**src/logic/node_cfg_pkg.sv**
```systemverilog
package node_cfg_pkg;
	localparam int          ADDR_W           = 8;
	localparam int          DATA_W           = 32;
	localparam logic [7:0]  OFS_IDENT        = 8'h00;
	localparam logic [7:0]  OFS_NODE_CONF    = 8'h04;
	localparam logic [7:0]  OFS_NODE_ID      = 8'h05;
	localparam logic [7:0]  OFS_CLK_MHZ      = 8'h51;
	localparam logic [7:0]  OFS_LINK         = 8'h80;
	// identification word fields
	localparam int          CHIP_LSB         = 24;
	localparam int          REV_LSB          = 8;
	localparam int          VER_LSB          = 0;
	// node configuration fields
	localparam int          LOCK_BIT         = 31;
	localparam int          HDR_BIT          = 0;
	// node identifier / clock fields
	localparam int          NODE_ID_W        = 16;
	localparam int          MHZ_W            = 7;
	localparam logic [6:0]  MHZ_RESET        = 7'h19;
	localparam logic [6:0]  MHZ_MIN          = 7'h05;
	localparam logic [6:0]  MHZ_MAX          = 7'h64;
	// link control fields
	localparam int          RX_ERR_BIT       = 27;
	localparam int          RX_CREDIT_BIT    = 26;
	localparam int          TX_CREDIT_BIT    = 25;
	localparam int          GREET_BIT        = 24;
	localparam int          RX_RESET_BIT     = 23;
	localparam int          GAP_W            = 11;
	localparam int          SYM_GAP_LSB      = 11;
	localparam int          TOK_GAP_LSB      = 0;
	localparam logic [10:0] GAP_RESET        = 11'h001;
endpackage : node_cfg_pkg

```
**src/logic/usb_node_config_regs.sv**
```systemverilog
// Functional notes
// RL1: Registers are reached only through node configuration read and write transactions.
// RL2: Offset zero is a read-only identification word with chip code, block revision and version.
// RL3: Writing one to bit 31 of node configuration blocks later updates of configuration and link registers.
// RL4: Once locked, protected writes leave contents unchanged until the next reset clears the lock.
// RL5: Bit 0 selects three-byte headers when zero and one-byte headers when one, reset zero.
// RL6: The node identifier is a writable 16-bit field in bits 15:0, reset zero, stored only.
// RL7: The clock frequency field in bits 6:0 holds megahertz rounded up and resets to 25.
// RL8: A frequency write below 5 or above 100 is discarded and answered with a negative acknowledge.
// RL9: The configuring party programs the frequency at start-up and whenever the oscillator changes.
// RL10: Read-only bit 27 reports receive buffer overflow or an illegally encoded token.
// RL11: Read-only bit 26 shows this end granted credit to the remote end, reset zero.
// RL12: Read-only bit 25 shows this end holds credit to send, reset zero.
// RL13: Writing one to bit 24 clears local transmit credit and sends a greeting token.
// RL14: Writing one to bit 23 resets the receiver so the next symbol starts a token.
// RL15: Bits 21:11 hold the minimum idle clocks between symbols in a token minus one, reset 1.
// RL16: Bits 10:0 hold the minimum idle clocks between tokens minus one, reset 1.
`timescale 1ns/1ns
module usb_node_config_regs
	import node_cfg_pkg::*;
#(
	parameter logic [7:0] CHIP_CODE = 8'hA5, // arbitrary value
	parameter logic [7:0] BLOCK_REV = 8'h11, // arbitrary value
	parameter logic [7:0] BLOCK_VER = 8'h22  // arbitrary value
)
(
	input  wire logic              clk,            // 20 MHz system clock
	input  wire logic              sys_rst,        // sync reset, high
	input  wire logic              cfg_req,        // transaction request
	input  wire logic              cfg_write,      // 1 write, 0 read
	input  wire logic [ADDR_W-1:0] cfg_addr,       // register number
	input  wire logic [DATA_W-1:0] cfg_wdata,      // write data
	output logic                   cfg_ack,        // answer pulse
	output logic                   cfg_nack,       // answer was refused
	output logic      [DATA_W-1:0] cfg_rdata,      // read data
	input  wire logic              rx_error_in,    // link receive error
	input  wire logic              rx_credit_in,   // credit issued
	input  wire logic              tx_credit_in,   // credit held
	output logic                   header_length_select, // 1: 1-byte
	output logic [NODE_ID_W-1:0]   node_identifier_field, // stored id
	output logic [MHZ_W-1:0]       clock_megahertz_field, // clk in MHz
	output logic                   send_greeting_strobe,  // pulse
	output logic                   rx_reset_strobe,       // pulse
	output logic [GAP_W-1:0]       symbol_gap_field,      // count - 1
	output logic [GAP_W-1:0]       token_gap_field,       // count - 1
	output logic                   update_lock            // lock state
);

	logic              lock_r;
	logic              hdr_r;
	logic [15:0]       node_id_r;
	logic [6:0]        mhz_r;
	logic [10:0]       sym_gap_r;
	logic [10:0]       tok_gap_r;
	logic              wr;
	logic              mhz_ok;
	logic [DATA_W-1:0] rd_nxt;
	logic              nack_nxt;

	// writes accepted only by config transactions; lock guards all
	assign wr = cfg_req & cfg_write & ~lock_r; // RL1 RL3 RL4
	assign mhz_ok = (cfg_wdata[MHZ_W-1:0] >= MHZ_MIN)
		&& (cfg_wdata[MHZ_W-1:0] <= MHZ_MAX)
		&& (cfg_wdata[DATA_W-1:MHZ_W] == '0); // RL8

	always_ff @(posedge clk)
	begin
		if (sys_rst)
			lock_r <= 1'b0; // RL4
		else if (wr && cfg_addr == OFS_NODE_CONF && cfg_wdata[LOCK_BIT])
			lock_r <= 1'b1; // RL3
	end

	always_ff @(posedge clk)
	begin
		if (sys_rst)
			hdr_r <= 1'b0;
		else if (wr && cfg_addr == OFS_NODE_CONF)
			hdr_r <= cfg_wdata[HDR_BIT]; // RL5
	end

	always_ff @(posedge clk)
	begin
		if (sys_rst)
			node_id_r <= '0;
		else if (wr && cfg_addr == OFS_NODE_ID)
			node_id_r <= cfg_wdata[NODE_ID_W-1:0]; // RL6
	end

	always_ff @(posedge clk)
	begin
		if (sys_rst)
			mhz_r <= MHZ_RESET; // RL7
		else if (wr && cfg_addr == OFS_CLK_MHZ && mhz_ok)
			mhz_r <= cfg_wdata[MHZ_W-1:0]; // RL8
	end

	always_ff @(posedge clk)
	begin
		if (sys_rst)
		begin
			sym_gap_r <= GAP_RESET;
			tok_gap_r <= GAP_RESET;
		end
		else if (wr && cfg_addr == OFS_LINK)
		begin
			sym_gap_r <= cfg_wdata[SYM_GAP_LSB +: GAP_W]; // RL15
			tok_gap_r <= cfg_wdata[TOK_GAP_LSB +: GAP_W]; // RL16
		end
	end

	// write-only strobes: one-cycle pulses, never read back
	always_ff @(posedge clk)
	begin
		if (sys_rst)
		begin
			send_greeting_strobe <= 1'b0;
			rx_reset_strobe      <= 1'b0;
		end
		else
		begin
			send_greeting_strobe <= wr && cfg_addr == OFS_LINK
				&& cfg_wdata[GREET_BIT]; // RL13
			rx_reset_strobe      <= wr && cfg_addr == OFS_LINK
				&& cfg_wdata[RX_RESET_BIT]; // RL14
		end
	end

	always_comb
	begin
		rd_nxt   = '0;
		nack_nxt = 1'b0;
		case (cfg_addr)
			OFS_IDENT:
			begin
				rd_nxt[CHIP_LSB +: 8] = CHIP_CODE; // RL2
				rd_nxt[REV_LSB +: 8]  = BLOCK_REV;
				rd_nxt[VER_LSB +: 8]  = BLOCK_VER;
			end
			OFS_NODE_CONF:
			begin
				rd_nxt[LOCK_BIT] = lock_r;
				rd_nxt[HDR_BIT]  = hdr_r;
			end
			OFS_NODE_ID:
				rd_nxt[NODE_ID_W-1:0] = node_id_r;
			OFS_CLK_MHZ:
			begin
				rd_nxt[MHZ_W-1:0] = mhz_r;
				// out-of-range values refused even when locked
				nack_nxt = cfg_write && !mhz_ok; // RL8
			end
			OFS_LINK:
			begin
				rd_nxt[RX_ERR_BIT]    = rx_error_in;  // RL10
				rd_nxt[RX_CREDIT_BIT] = rx_credit_in; // RL11
				// local credit shown cleared right after greeting
				rd_nxt[TX_CREDIT_BIT] = tx_credit_in
					& ~send_greeting_strobe; // RL12 RL13
				rd_nxt[SYM_GAP_LSB +: GAP_W] = sym_gap_r;
				rd_nxt[TOK_GAP_LSB +: GAP_W] = tok_gap_r;
			end
			default:
				nack_nxt = 1'b1;
		endcase
	end

	always_ff @(posedge clk)
	begin
		if (sys_rst)
		begin
			cfg_ack   <= 1'b0;
			cfg_nack  <= 1'b0;
			cfg_rdata <= '0;
		end
		else
		begin
			cfg_ack   <= cfg_req;
			cfg_nack  <= cfg_req & nack_nxt;
			cfg_rdata <= (cfg_req && !cfg_write) ? rd_nxt : '0;
		end
	end

	assign header_length_select  = hdr_r;
	assign node_identifier_field = node_id_r;
	assign clock_megahertz_field = mhz_r;
	assign symbol_gap_field      = sym_gap_r;
	assign token_gap_field       = tok_gap_r;
	assign update_lock           = lock_r;

endmodule : usb_node_config_regs

```
**config.mk**
```make
export PLATFORM = sky130hd
export DESIGN_NAME = usb_node_config_regs
export DESIGN_NICKNAME = d
export VERILOG_FILES = /design/src/logic/node_cfg_pkg.sv /design/src/logic/usb_node_config_regs.sv
export SDC_FILE = /design/constraint.sdc
export NUM_CORES = 1
export LEC_CHECK = 0
export BUFFER_PORTS_ARGS = -buffer_cell sky130_fd_sc_hd__buf_2
export CAP_MARGIN = 20
export CORE_AREA = 10 10 155 85
export CTS_BUF_LIST = sky130_fd_sc_hd__clkbuf_8
export DETAILED_ROUTE_END_ITERATION = 12
export DIE_AREA = 0 0 165 95
export PLACE_DENSITY = 0.58
export RECOVER_POWER = 50
export SETUP_SLACK_MARGIN = 0.2
export SYNTH_ARGS = -nofsm -noshare
export SYNTH_HDL_FRONTEND = slang
export SYNTH_SLANG_ARGS = --single-unit
```
**constraint.sdc**
```tcl
create_clock -name clk -period 2.3 [get_ports clk]
set_input_delay 0.115 -clock clk [delete_from_list [all_inputs] [get_ports clk]]
set_output_delay 0.115 -clock clk [all_outputs]
set_load 0.02 [all_outputs]
```
# ---- Word-level counts from Yosys, hierarchy flattened
# Index checks and enable logic that the tools add are counted.
# W data, S select, Z words.
dict set report totals {
  input_bits 47
  regBits 83
  wordCells 54
  out_inout_bits 83
}
dict set report op_classes {
  eq_ne 4
  n_bitwise 8
  n_reduce_logical 19
  mux 8
  n_lt_le_gt_ge 2
}
# cell n
set op_table {}
lappend op_table {{$pmux W9 S3} 1}
lappend op_table {{$logic_not A25 Y1} 1}
lappend op_table {{$pmux W6 S4} 1}
lappend op_table {{$eq A8 B3 Y1 const B} 2}
lappend op_table {{$logic_and A1 B1 Y1} 12}
lappend op_table {{$eq A8 B7 Y1 const B} 1}
lappend op_table {{$eq A8 B8 Y1 const B} 1}
lappend op_table {{$logic_not A8 Y1} 1}
lappend op_table {{$ge A7 B3 Y1 const B} 1}
lappend op_table {{$le A7 B7 Y1 const B} 1}
lappend op_table {{$pmux W3 S2} 1}
lappend op_table {{$and A1 B1 Y1} 4}
lappend op_table {{$not A1 Y1} 4}
lappend op_table {{$pmux W1 S2} 2}
lappend op_table {{$pmux W1 S4} 1}
lappend op_table {{$reduce_or A4 Y1} 1}
lappend op_table {{$reduce_or A3 Y1} 1}
lappend op_table {{$logic_not A1 Y1} 2}
lappend op_table {{$mux W2} 1}
lappend op_table {{$reduce_or A2 Y1} 1}
lappend op_table {{$mux W1} 1}

# ---- Logic depth before layout (Yosys ltp)
dict set report depth {
  depth_word 7
  mapped_depth 8
  depth_no_buf 5
}

# ---- Worst setup path before layout
# Ideal clock, no wire load.
dict set report synth_path {
  path_type {input to register}
  start {input cfg_addr[1]}
  end {register tok_gap_r[8] (netlist: token_gap_field[8])}
  setup_time_ns 0.132
  cell_stages 6
  required_ns 2.168
  slack_ns 0.743
  arrival_ns 1.425
  path_buffers 1
  cell_sequence {or4_4 > nor4b_4 > nand2_1 > clkbuf_1 > nand2_1 > a21oi_1}
}
dict set report synth_between {
  elab_chain_cells 2
}
# element line
set synth_rtl {}
lappend synth_rtl {{start: declaration} usb_node_config_regs.sv:31} ;# input wire logic [ADDR_W-1:0] cfg_addr,
lappend synth_rtl {{$eq A8 B8 Y1} usb_node_config_regs.sv:105} ;# else if (wr && cfg_addr == OFS_LINK)
lappend synth_rtl {{$logic_and A1 B1 Y1} usb_node_config_regs.sv:105}
lappend synth_rtl {{end signal: assignment} usb_node_config_regs.sv:108} ;# tok_gap_r <= cfg_wdata[TOK_GAP_LSB +: GAP_W];
lappend synth_rtl {{end: declaration} usb_node_config_regs.sv:54} ;# logic [10:0] tok_gap_r;
# No other way between the ends.
# A chain may end at the register's enable or synchronous reset.

# ---- Final worst setup path
dict set report layout_path {
  start {input cfg_wdata[14]}
  end {register mhz_r[1] (netlist: clock_megahertz_field[1])}
}
dict set report layout_between {
  elab_chain_cells 3
}
# element line
set layout_rtl {}
lappend layout_rtl {{start: declaration} usb_node_config_regs.sv:32} ;# input wire logic [DATA_W-1:0] cfg_wdata,
lappend layout_rtl {{$logic_not A25 Y1} usb_node_config_regs.sv:64} ;# && (cfg_wdata[DATA_W-1:MHZ_W] == '0);
lappend layout_rtl {{$logic_and A1 B1 Y1} usb_node_config_regs.sv:64}
lappend layout_rtl {{$logic_and A1 B1 Y1} usb_node_config_regs.sv:94} ;# else if (wr && cfg_addr == OFS_CLK_MHZ && mhz_ok)
lappend layout_rtl {{end signal: assignment} usb_node_config_regs.sv:95} ;# mhz_r <= cfg_wdata[MHZ_W-1:0];
lappend layout_rtl {{end: declaration} usb_node_config_regs.sv:52} ;# logic [6:0] mhz_r;
# No other way between the ends.

==> impl_results.md <==
* Minimum clock period at 1.889 ns
* CTS buffer count at 9
* CTS tree: yes
* Final instance area at 0.004014 sq mm
* Die width at 165 um
* Sequential-to-total area share from yosys stat at approximately half
* FILL cells at approximately 1200
* FF+latch count, synth at just under 80
* Vias post-DR at between 3000 and 4000
* Pwr dens at about 660 mW/mm^2
* Synth Cell Area at 0.003070 sq mm
* Fin util at between 30 and 40%
* R2R Setup Slk at approximately 0.7 ns
* Multi-input gate area at 0.001369 sq mm
* Final Hold Fails at 0
* Share of cells above drive strength 1 at about 17%
* Final worst-path cycle share at between 80 and 90%
* RSZ-0062 raised after global routing: no
* Fmax achieved at about 0.53 GHz
* Initial antenna violation count at 1
* Initial Utilization at between 20% and 30%
* Actual slew at the worst max-slew pin at a little under 0.7 ns
* Worst EP arrival at 2.17 ns
* Critical path endpoint category: flip-flop
* Setup Viol. Count Final at 0
* Grt ovf at 0
* Most common cell after layout, fill and taps aside: nand2_1
* Fin nets at 535
* Final Non-Filler Cells at 639
* Detail Placement HPWL at a little over 9 mm
* Worst min path class: in -> reg
* Largest net degree at the start of global routing at 57
* WS Path Type: in -> reg
* Yosys cell types at 37
* Root Buffer Master: clkbuf_8
* Register area at around 0.0016 sq mm
* Crit-path max FO at 7
* Most frequent cells in the layout: 81 x nand2_1, 78 x dfxtp_1, 77 x clkbuf_1
* Startpoint Class: primary input
* Number of global-route vias before repair at 3157
* First-pass GRT wire length at 17.93 mm
* Post-Place Cell Area at slightly below 0.004 sq mm
* H-tree Lvls at 3
* Row cnt at 27
* Clk buf depth at 2
* Clock latency on the worst-skew pair at about 0.36 ns
* Drt via density at 4.839
* Die Height at roughly 95 um
* Mean routed wirelength per cell at approximately 19 um
* Total track usage at between 10% and 20%
* Full die area at ~0.016 sq mm
* Syn avg cell area at approximately 8.6 sq um
* Post-Route Skew at between 0.008 and 0.009 ns
* Outcome: finished clean
* I/O pin cnt at 130
* Data required, critical path at 2.58 ns
* Worst ir drop on vdd at around 220 uV
* Clock transition at path regs at around 0.080 ns
* Drt total wl at roughly 12 mm
* Layout Area Growth over Synthesis at 30.73%
* Dpl cells at between 600 and 700
* Leakage power total at between 0.001 and 0.0015 uW
* Core ar. at approximately 0.011 sq mm
* Fin. max-slew vios at 0
* Gpl congestion at 0.8091
* Slew margin rel. at between 50% and 60%
* Clk sinks at slightly below 80
* DR iter-0 viols at between 200 and 300
* Mapped Cells at 359
* Detail Route Antenna Nets at 0
* Setup bufs post-CTS at 0
* Yosys warns at 0
* Max-capacitance violation count at 0
* Drt drc at 0
* Pre-Repair DR Iteration Count at 4
* IO buf count at 125
==> logic make-up (layout without fill, tap and decap cells) <==
| kind of cell | after synthesis | after routing | synth area share (%) |
|---|---|---|---|
| buf+inv | 29 | 160 | 4.971 |
| flops | 78 | 78 | 50.86 |
| other cells | 1 | 5 | 0.1221 |
| mux | 8 | 8 | 2.608 |
| compound gates | 76 | 76 | 14.83 |
| simple gates | 167 | 167 | 26.61 |
==> worst max-delay path, cell delays in order <==
cell,delay (ns)
dlygate4sd3_1,0.53
buf_2,0.13
nor4_1,0.17
nand4_1,0.16
nor4_2,0.45
and3_1,0.27
buf_12,0.15
mux2i_1,0.20
==> power by group <==
part           internal, uW  total [uW]  switching [uW]
clock network           630        1130             503
logic                  57.1         157             100
registers              1350        1350           0.901
total                  2040        2640             604
==> routing by layer <==
layer | vias up | track usage (%) | share of wire, %
li1 | 1484 | - | -
met1 | 1442 | 19.82 | 48
met2 | 154 | 20.27 | 37
met3 | 12 | 8.641 | 15
met4 | 0 | 3.079 | 0.71
met5 | - | 0 | 0
==> worst paths after layout <==
path	from	to	depth (start not counted)
worst max-delay path	cfg_wdata[14]	clock_megahertz_field[1]	8
worst min-delay path	cfg_wdata[9]	node_identifier_field[9]	3
worst max register to register	update_lock	node_identifier_field[12]	5
worst min register to register	symbol_gap_field[8]	symbol_gap_field[8]	2
==> stage by stage <==
stage,hold slack [ns],setup TNS (ns),power [uW],worst slack [ns]
4_1_cts,0.006028,0,2673,0.2772
3_3_place_gp,0.3468,-0.01020,1535,-0.003990
6_report,0.02058,0,2642,0.4114
3_5_place_dp,0.3563,-0.2342,1536,-0.06141
2_1_floorplan,0.2393,0,1451,0.7431
5_1_grt,0.005383,0,2736,0.2936
==> sequential cells by signal, indices dropped and copies added (netlist names) <==
signal                 flops
header_length_select       1
token_gap_field           11
send_greeting_strobe       1
symbol_gap_field          11
update_lock                1
rx_reset_strobe            1
node_identifier_field     16
cfg_nack                   1
cfg_rdata                 27
clock_megahertz_field      7
cfg_ack                    1
==> Yosys cell counts, drive strengths merged <==
library cell / number / area, sq um
nand3: 4 / 20.02
a21oi: 48 / 240.2
and4b: 1 / 10.01
nor2b: 4 / 25.02
a22o: 2 / 17.52
or3: 2 / 12.51
and3: 13 / 81.33
or4: 1 / 11.26
a32o: 4 / 40.04
and2: 2 / 15.02
mux2i: 8 / 80.08
nor3b: 3 / 22.52
inv: 2 / 7.510
nor3: 4 / 25.02
a2111oi: 1 / 15.01
or3b: 1 / 8.760
buf: 14 / 95.09
nand2: 81 / 304.0
a22oi: 15 / 112.6
nor2: 26 / 100.1
o21ai: 6 / 30.03
nor4: 7 / 43.79
nor4b: 1 / 23.77
clkbuf: 13 / 50.04
nand2b: 11 / 68.82
nand4: 2 / 12.51
nand4b: 1 / 8.760
conb: 1 / 3.750
nand3b: 2 / 15.01
and4: 1 / 8.760
dfxtp: 78 / 1562
==> area by class of cell <==
class                      count  area share [%]
clock buffer                  10           3.429
sequential                    78           38.90
clock inverter                 6           1.933
antenna                        1         0.06234
multi-input combinational    255           34.10
inverter                       2          0.1870
timing repair buffer         142           16.86
tap                          145           4.520
==> what timing repair did <==
item / CTS / global route
hold endpoints to repair: 3 / 0
gates resized for setup: 0 / 1
endpoints found under the setup margin: 0 / 7
hold buffers: 3 / 0
Note: power is estimated with default switching activity, not from simulation.
